<file path="config.mk">
export PLATFORM = sky130hd
export DESIGN_NAME = cfb_core
export DESIGN_NICKNAME = d
export VERILOG_FILES = /design/src/design/cfb_pkg.sv /design/src/design/cfb_core.sv
export SDC_FILE = /design/constraint.sdc
export NUM_CORES = 1
export LEC_CHECK = 0
export BUFFER_PORTS_ARGS = -buffer_cell sky130_fd_sc_hd__buf_4
export CAP_MARGIN = 5
export CELL_PAD_IN_SITES_DETAIL_PLACEMENT = 0
export CELL_PAD_IN_SITES_GLOBAL_PLACEMENT = 1
export CORE_AREA = 2 2 259 261
export DETAILED_ROUTE_END_ITERATION = 12
export DIE_AREA = 0 0 261 263
export PLACE_DENSITY_LB_ADDON = 0.1
export SLEW_MARGIN = 20
export SYNTH_ARGS = -nofsm -noshare
export SYNTH_HDL_FRONTEND = slang
export SYNTH_SLANG_ARGS = --single-unit
</file>
<file path="constraint.sdc">
create_clock -name hclk -period 6.2 [get_ports hclk]
set_input_delay 0.62 -clock hclk [delete_from_list [all_inputs] [get_ports hclk]]
set_output_delay 0.62 -clock hclk [all_outputs]
set_load 0.02 [all_outputs]
</file>
<file path="src/design/cfb_pkg.sv">
package cfb_pkg;
   // Register byte offsets
   localparam logic [7:0] CFB_OPERAND_OFS = 8'h00;
   localparam logic [7:0] CFB_COMMAND_OFS = 8'h04;
   localparam logic [7:0] CFB_RESULT_OFS = 8'h08;
   localparam logic [7:0] CFB_CONDREG_OFS = 8'h0C;
   localparam logic [7:0] CFB_STATUS_OFS = 8'h10;
   localparam logic [7:0] CFB_PC_OFS = 8'h14;

   // Command word fields
   localparam int CFB_OP_LSB = 0;
   localparam int CFB_RD_LSB = 4;
   localparam int CFB_RA_LSB = 7;
   localparam int CFB_RB_LSB = 10;
   localparam int CFB_CRF_LSB = 13;
   localparam int CFB_BI_LSB = 16;
   localparam int CFB_BJ_LSB = 21;
   localparam int CFB_BD_LSB = 26;
   localparam int CFB_SENSE_BIT = 31;

   // Bit order inside one condition field
   localparam logic [1:0] CFB_LT_POS = 2'h0;
   localparam logic [1:0] CFB_GT_POS = 2'h1;
   localparam logic [1:0] CFB_EQ_POS = 2'h2;
   localparam logic [1:0] CFB_SO_POS = 2'h3;

   // Status register bits
   localparam int CFB_ST_CARRY = 0;
   localparam int CFB_ST_SO = 1;
   localparam int CFB_ST_BR_TAKEN = 2;
   localparam int CFB_ST_BR_VALID = 3;
   localparam int CFB_ST_FLUSH_LSB = 8;

   // Cycles before a compare bit may be consumed
   localparam logic [1:0] CFB_EQ_WAIT = 2'h1;
   localparam logic [1:0] CFB_REST_WAIT = 2'h2;

   localparam logic [31:0] CFB_PC_RESET = 32'h0;
   localparam logic [31:0] CFB_PC_STEP = 32'h4;
   localparam logic [31:0] CFB_CR_RESET = 32'h0;
   localparam logic [2:0] CFB_ZERO_REG = 3'h0;

   typedef enum logic [3:0] {
      CFB_OP_LOADI,
      CFB_OP_CMP,
      CFB_OP_CROR,
      CFB_OP_CRAND,
      CFB_OP_ISEL,
      CFB_OP_ADDC,
      CFB_OP_ADDE,
      CFB_OP_ADDO,
      CFB_OP_BR
   } cfb_op_t;
endpackage

</file>
<file path="src/design/cfb_core.sv">
// Added by the designer: the AHB-Lite interface to the registers and the register offsets.
`timescale 1ns/1ps
module cfb_core
   import cfb_pkg::*;
(
   input wire logic hclk,
   input wire logic hresetn,
   input wire logic hsel,
   input wire logic [31:0] haddr,
   input wire logic [1:0] htrans,
   input wire logic hwrite,
   input wire logic [2:0] hsize,
   input wire logic [31:0] hwdata,
   input wire logic hready,
   output logic [31:0] hrdata,
   output logic hreadyout,
   output logic hresp
);
   function automatic logic [4:0] cfb_cr_idx(input logic [2:0] fld, input logic [1:0] pos);
      return {fld, pos};
   endfunction

   logic dp_valid_reg;
   logic dp_write_reg;
   logic [7:0] dp_addr_reg;
   logic hreadyout_reg;
   logic [31:0] hrdata_reg;
   logic hresp_reg;
   logic [31:0] operand_reg;
   logic [31:0] command_reg;
   logic [31:0] result_reg;
   logic [31:0] cr_reg;
   logic [1:0] wait_reg [0:31];
   logic [31:0] gpr_mem [0:7];
   logic carry_reg;
   logic so_reg;
   logic br_taken_reg;
   logic br_valid_reg;
   logic flush_reg;
   logic [7:0] flush_cnt_reg;
   logic [31:0] pc_reg;
   logic [31:0] restart_pc_reg;

   wire logic addr_phase = hsel & htrans[1] & hready;
   wire logic cmd_dp = dp_valid_reg & dp_write_reg & (dp_addr_reg == CFB_COMMAND_OFS) & ~hreadyout_reg;
   wire logic operand_wr = dp_valid_reg & dp_write_reg & (dp_addr_reg == CFB_OPERAND_OFS);

   wire cfb_op_t op = cfb_op_t'(hwdata[CFB_OP_LSB +: 4]);
   wire logic [2:0] rd = hwdata[CFB_RD_LSB +: 3];
   wire logic [2:0] ra = hwdata[CFB_RA_LSB +: 3];
   wire logic [2:0] rb = hwdata[CFB_RB_LSB +: 3];
   wire logic [2:0] crf = hwdata[CFB_CRF_LSB +: 3];
   wire logic [4:0] bi = hwdata[CFB_BI_LSB +: 5];
   wire logic [4:0] bj = hwdata[CFB_BJ_LSB +: 5];
   wire logic [4:0] bd = hwdata[CFB_BD_LSB +: 5];
   wire logic sense = hwdata[CFB_SENSE_BIT];

   wire logic [31:0] a_val = gpr_mem[ra];
   wire logic [31:0] b_val = gpr_mem[rb];
   wire logic bi_val = cr_reg[bi];
   wire logic bj_val = cr_reg[bj];
   wire logic bi_busy = wait_reg[bi] != 2'h0;
   wire logic bj_busy = wait_reg[bj] != 2'h0;

   // Only the bits an op reads can hold it back
   wire logic cr_stall = ((op == CFB_OP_ISEL) & bi_busy)
      | ((op == CFB_OP_BR) & bi_busy)
      | (((op == CFB_OP_CROR) | (op == CFB_OP_CRAND)) & (bi_busy | bj_busy));
   wire logic issue = cmd_dp & ~cr_stall & ~flush_reg;

   wire logic is_add = (op == CFB_OP_ADDC) | (op == CFB_OP_ADDE) | (op == CFB_OP_ADDO);
   wire logic carry_in = (op == CFB_OP_ADDE) & carry_reg;
   wire logic [32:0] add_w = {1'b0, a_val} + {1'b0, b_val} + {32'h0, carry_in};
   wire logic ovf = (a_val[31] == b_val[31]) & (add_w[31] != a_val[31]);
   wire logic so_change = issue & (op == CFB_OP_ADDO) & ovf & ~so_reg;
   wire logic [31:0] isel_first = (ra == CFB_ZERO_REG) ? 32'h0 : a_val;
   wire logic [31:0] isel_w = bi_val ? isel_first : b_val;

   wire logic lt_w = $signed(a_val) < $signed(b_val);
   wire logic gt_w = $signed(a_val) > $signed(b_val);
   wire logic eq_w = a_val == b_val;
   wire logic [3:0] cmp_field = {so_reg, eq_w, gt_w, lt_w};
   wire logic crlog_w = (op == CFB_OP_CROR) ? (bi_val | bj_val) : (bi_val & bj_val);

   wire logic gpr_wr = issue & ((op == CFB_OP_LOADI) | (op == CFB_OP_ISEL) | is_add);
   wire logic [31:0] gpr_data = (op == CFB_OP_LOADI) ? operand_reg : (op == CFB_OP_ISEL) ? isel_w : add_w[31:0];

   wire logic [31:0] status_w = (32'(carry_reg) << CFB_ST_CARRY) | (32'(so_reg) << CFB_ST_SO)
      | (32'(br_taken_reg) << CFB_ST_BR_TAKEN) | (32'(br_valid_reg) << CFB_ST_BR_VALID)
      | (32'(flush_cnt_reg) << CFB_ST_FLUSH_LSB);
   wire logic [7:0] rd_ofs = haddr[7:0];
   wire logic [31:0] rdata_w = (rd_ofs == CFB_OPERAND_OFS) ? operand_reg
      : (rd_ofs == CFB_COMMAND_OFS) ? command_reg
      : (rd_ofs == CFB_RESULT_OFS) ? result_reg
      : (rd_ofs == CFB_CONDREG_OFS) ? cr_reg
      : (rd_ofs == CFB_STATUS_OFS) ? status_w
      : (rd_ofs == CFB_PC_OFS) ? pc_reg : 32'h0;

   assign hrdata = hrdata_reg;
   assign hreadyout = hreadyout_reg;
   assign hresp = hresp_reg;

   // Bus slave: command writes hold the data phase until the op issues
   always_ff @(posedge hclk or negedge hresetn)
   begin
      if (!hresetn)
      begin
         dp_valid_reg <= 1'b0;
         dp_write_reg <= 1'b0;
         dp_addr_reg <= 8'h00;
         hreadyout_reg <= 1'b1;
         hrdata_reg <= 32'h0;
         hresp_reg <= 1'b0;
      end
      else
      begin
         hresp_reg <= 1'b0;
         if (hready)
         begin
            dp_valid_reg <= addr_phase;
            dp_write_reg <= hwrite;
            dp_addr_reg <= haddr[7:0];
         end
         if (addr_phase & hwrite & (haddr[7:0] == CFB_COMMAND_OFS))
            hreadyout_reg <= 1'b0;
         else if (issue)
            hreadyout_reg <= 1'b1;
         if (addr_phase & ~hwrite)
            hrdata_reg <= rdata_w;
      end
   end

   always_ff @(posedge hclk or negedge hresetn)
   begin
      if (!hresetn)
      begin
         operand_reg <= 32'h0;
         command_reg <= 32'h0;
         result_reg <= 32'h0;
      end
      else
      begin
         if (operand_wr)
            operand_reg <= hwdata;
         if (issue)
            command_reg <= hwdata;
         if (gpr_wr)
            result_reg <= gpr_data;
      end
   end

   always_ff @(posedge hclk or negedge hresetn)
   begin
      if (!hresetn)
      begin
         for (int i = 0; i < 8; i++)
            gpr_mem[i] <= 32'h0;
      end
      else if (gpr_wr)
         gpr_mem[rd] <= gpr_data;
   end

   // Per-bit readiness: match bit ready a cycle ahead of the others
   always_ff @(posedge hclk or negedge hresetn)
   begin
      if (!hresetn)
      begin
         for (int i = 0; i < 32; i++)
            wait_reg[i] <= 2'h0;
      end
      else
      begin
         for (int i = 0; i < 32; i++)
         begin
            if (wait_reg[i] != 2'h0)
               wait_reg[i] <= wait_reg[i] - 2'h1;
         end
         if (issue & (op == CFB_OP_CMP))
         begin
            wait_reg[cfb_cr_idx(crf, CFB_EQ_POS)] <= CFB_EQ_WAIT;
            wait_reg[cfb_cr_idx(crf, CFB_LT_POS)] <= CFB_REST_WAIT;
            wait_reg[cfb_cr_idx(crf, CFB_GT_POS)] <= CFB_REST_WAIT;
            wait_reg[cfb_cr_idx(crf, CFB_SO_POS)] <= CFB_REST_WAIT;
         end
         else if (issue & ((op == CFB_OP_CROR) | (op == CFB_OP_CRAND)))
            wait_reg[bd] <= 2'h0;
      end
   end

   always_ff @(posedge hclk or negedge hresetn)
   begin
      if (!hresetn)
         cr_reg <= CFB_CR_RESET;
      else if (issue & (op == CFB_OP_CMP))
         cr_reg[{crf, 2'b00} +: 4] <= cmp_field;
      else if (issue & ((op == CFB_OP_CROR) | (op == CFB_OP_CRAND)))
         cr_reg[bd] <= crlog_w;
   end

   // Flags, branch outcome, flush and restart
   always_ff @(posedge hclk or negedge hresetn)
   begin
      if (!hresetn)
      begin
         carry_reg <= 1'b0;
         so_reg <= 1'b0;
         br_taken_reg <= 1'b0;
         br_valid_reg <= 1'b0;
         flush_reg <= 1'b0;
         flush_cnt_reg <= 8'h00;
         pc_reg <= CFB_PC_RESET;
         restart_pc_reg <= CFB_PC_RESET;
      end
      else
      begin
         flush_reg <= so_change;
         if (issue & is_add)
            carry_reg <= add_w[32];
         if (issue & (op == CFB_OP_ADDO) & ovf)
            so_reg <= 1'b1;
         if (issue & (op == CFB_OP_BR))
         begin
            br_taken_reg <= bi_val == sense;
            br_valid_reg <= 1'b1;
         end
         if (so_change)
         begin
            flush_cnt_reg <= flush_cnt_reg + 8'h01;
            restart_pc_reg <= pc_reg + CFB_PC_STEP;
         end
         if (flush_reg)
            pc_reg <= restart_pc_reg;
         else if (issue)
            pc_reg <= pc_reg + CFB_PC_STEP;
      end
   end
endmodule

</file>
==> impl_metrics.py <==
metrics = {
    "synth": {
        "ys_top_cells_by_count": "567 x dfrtp_1, 552 x nand2_1, 352 x o21ai_0, 232 x nor2_1, 157 x mux4_2",
        "synth.avg_cell_area_um2": 9.98,
        "yosysMostFrequentCell": "dfrtp_1",
        "synth_cell_type_count": 85,
        "netlist_top_cells_area": "dfrtp_1 43%, mux4_2 11%, nand2_1 6.3%",
        "synth_nets": 3418,
        "synth-edff-count": 0,
        "seq_area_frac_synth_pct": 43.5,
        "syn_inst": 3275,
        "ys_async_sr_fraction_pct": 100,
        "syn_area_um2": 32700,
        "ys_warn_count": 0,
        "synth_ff_type": "dfrtp_1",
        "synth.top_cell.area_share_pct": 43.4,
        "synth-seq-cells": 568,
        "synth_top_cell_by_area": "dfrtp_1",
    },
    "setup_path": {
        "cp-start-kind": "input pin",
        "crit_chain": "buf_4 > mux4_2 > mux2_2 > fa_1 > inv_1 > fa_1 > o21ba_2 > nor4_1 > o31a_1 > o31ai_1 > o211ai_1 > or4b_1 > a31oi_1 > a2bb2oi_1 > buf_4 > o21ai_0",
        "required_ns": 6.65,
        "cp_slowest_cell": "mux4_2",
        "critPathKind": "in2reg",
        "critPathTopFamily": "compound AO/OA/AOI/OAI gates",
        "crit_buf_inv": 3,
        "slowest_delay_ns": 0.59,
        "path_max_fanout": 26,
        "end_kind": "flip-flop",
        "arrival_ns": 5.60,
    },
    "floorplan": {
        "die_w_um": 261,
        "die_h_um": 263,
        "design.die.area_um2": 68600,
        "start_util_pct": 49.8,
        "core_um2": 65600,
        "fp-row-count": 94,
        "pin_count": 108,
    },
    "sta": {
        "setup_tns_ns": 0,
        "tightestPinTransition_ns": 1.14,
        "fin_crit_ns": 5.15,
        "fmax_mhz": 194,
        "rsz0062_at_grt": "false",
        "hold_slack_ns": 0.0889,
        "relSlewSlack_pct": 22.1,
        "finClkSkew_ns": 0.0245,
        "setup_violations": 0,
        "hold_viol": 0,
        "fin_crit_sh_pct": 83.1,
        "maxSlewViolCount": 0,
    },
    "pwr": {
        "p_sw_mw": 2.08,
        "clkPwrFrac_pct": 47.9,
        "cellPowerDensity_nw_per_um2": 235,
        "power.share.combinational_pct": 7.6,
        "vdd_drop_max_mv": 0.251,
        "switching_share_pct": 24.4,
        "seqPwrFrac_pct": 44.6,
        "p_int_mw": 6.45,
        "p_leak_nw": 15.9,
    },
    "drt": {
        "drtIter0Drc": 2333,
        "wl_per_cell_um": 25.4,
        "ant_nets": 0,
        "avgViaCountPerCell": 6.24,
        "drc": 0,
        "wl_um": 106000,
        "first_pass_iters": 5,
        "num_vias": 26079,
    },
    "flow_run": {
        "drv_cap": 0,
    },
    "final_layout": {
        "n_antenna_cell": 0,
        "syn2layout_area_growth_pct": 11.3,
        "nNetsFinal": 3413,
        "drive_gt1_share_pct": 18.8,
        "final_area_um2": 36400,
        "fin_util_pct": 55.4,
        "fin_cells": 4180,
        "largest_reg_flops": 256,
    },
    "outcome": {
        "status": "complete, no violations",
    },
    "cts": {
        "clock_latency_ns": 0.61,
        "clkTransAtPathRegs_ns": 0.06,
        "cts-resized-gates": 0,
        "cts_setup_buffers": 0,
        "holdBufCountCts": 0,
        "cts_num_sinks": 568,
        "numCtsBuffers": 66,
        "cts_buffer_depth": 3,
        "clockRootBuffer": "clkbuf_16",
        "h-tree-depth": 3,
        "cts_tree": "yes",
    },
    "place": {
        "hpwl_um": 73500,
        "placed_cells": 4066,
        "routabilityCongestion": 0.928,
        "place_area_um2": 34100,
        "io_buffers": 78,
    },
    "grt": {
        "grt_pass1_wl_um": 163000,
        "grt_use_total_pct": 31.4,
        "grt_max_degree": 161,
        "overflow": 0,
        "antenna_found_initial": 2,
        "grt_pass1_vias": 26345,
    },
    "min_path": {
        "hold_class": "in2async",
    },
}
worst reg2reg max path, stage by stage, from the launching register on:
cell,delay (ns)
dfrtp_1,0.39
mux4_2,0.48
mux2_2,0.31
fa_1,0.45
inv_1,0.08
fa_1,0.21
o21ba_2,0.16
nor4_1,0.06
o31a_1,0.37
o31ai_1,0.40
o211ai_1,0.38
or4b_1,0.56
a31oi_1,0.17
a2bb2oi_1,0.39
buf_4,0.23
o21ai_0,0.11
stage by stage:
step | power (mW) | setup WS, ns
2_1_floorplan | 4.22 | 0.567
3_3_place_gp | 4.50 | 0.461
3_5_place_dp | 4.51 | 0.478
4_1_cts | 8.61 | 1.09
5_1_grt | 8.82 | 0.850
6_report | 8.54 | 1.05
cell type report:
| type | count | area, µm² |
|---|---|---|
| Multi-Input combinational cell | 2398 | 17200 |
| Clock buffer | 91 | 1900 |
| Tap cell | 864 | 1080 |
| Inverter | 75 | 282 |
| Clock inverter | 23 | 362 |
| Sequential cell | 568 | 14200 |
| Fill cell | 5813 | 29300 |
| Timing Repair Buffer | 161 | 1320 |
cell usage in the layout, fill, tap and decap left out, types with 10 or more instances in the layout:
cell and instances:
a211oi_1 24, a21oi_1 138, a221oi_1 12, a22oi_1 29, a31oi_1 19, and2_1 10
and3_1 14, buf_4 151, clkbuf_1 11, clkbuf_16 67, clkbuf_8 13, dfrtp_1 566
ha_1 67, inv_1 74, mux2_2 145, mux2_4 10, mux2i_1 69, mux4_2 157
nand2_1 552, nand2b_1 24, nand3_1 57, nand4_1 20, nor2_1 231, nor2b_1 17
nor3_1 52, nor4_1 20, nor4b_1 19, o211ai_1 70, o21ai_0 352, o21ai_1 18
o221ai_1 32, or2_2 12, or3_1 21, xnor2_1 54, xor2_1 23
final timing paths:
| kind | from | endpoint | slack (ns) | cells past startpoint |
|---|---|---|---|---|
| setup / recovery | hwdata[7] | gpr_mem[88] | 1.05 | 16 |
| hold / removal | hresetn | dp_addr_reg[5] | 0.09 | 1 |
| setup reg to reg | gpr_mem[0] | gpr_mem[88] | 1.30 | 15 |
| hold reg to reg | wait_reg[14] | wait_reg[14] | 0.46 | 1 |
| max in group asynchronous | hresetn | gpr_mem[119] | 4.59 | 2 |
| min in group hclk | haddr[1] | dp_addr_reg[1] | 0.25 | 2 |
power groups by stage:
stage	registers (mW)	clock network, mW	logic (mW)
after floorplan	3.85	0	0.370
after global placement	3.87	0	0.634
after detailed placement	3.87	0	0.646
after CTS	3.80	4.16	0.648
after global routing	3.81	4.31	0.703
final	3.80	4.09	0.646
per-layer routing:
layer  track usage (%)  part of all wire (%)  vias to the layer above
met5                 0                 0.024                        -
met4              11.4                   3.7                        4
met3              5.09                   6.0                      206
met2              49.6                    47                      879
met1              43.7                    43                    13156
li1                  -                     -                    11834
cell families after synthesis:
group	after synthesis	synth area share, %
simple gates	1104	15.4
compound gates	765	13.9
flops	568	43.5
mux	381	18.4
buf+inv	309	4.01
xor+xnor	77	2.06
fa+ha+maj	70	2.72
other cells	1	0.0115
Power figures use the tool's default switching activity.
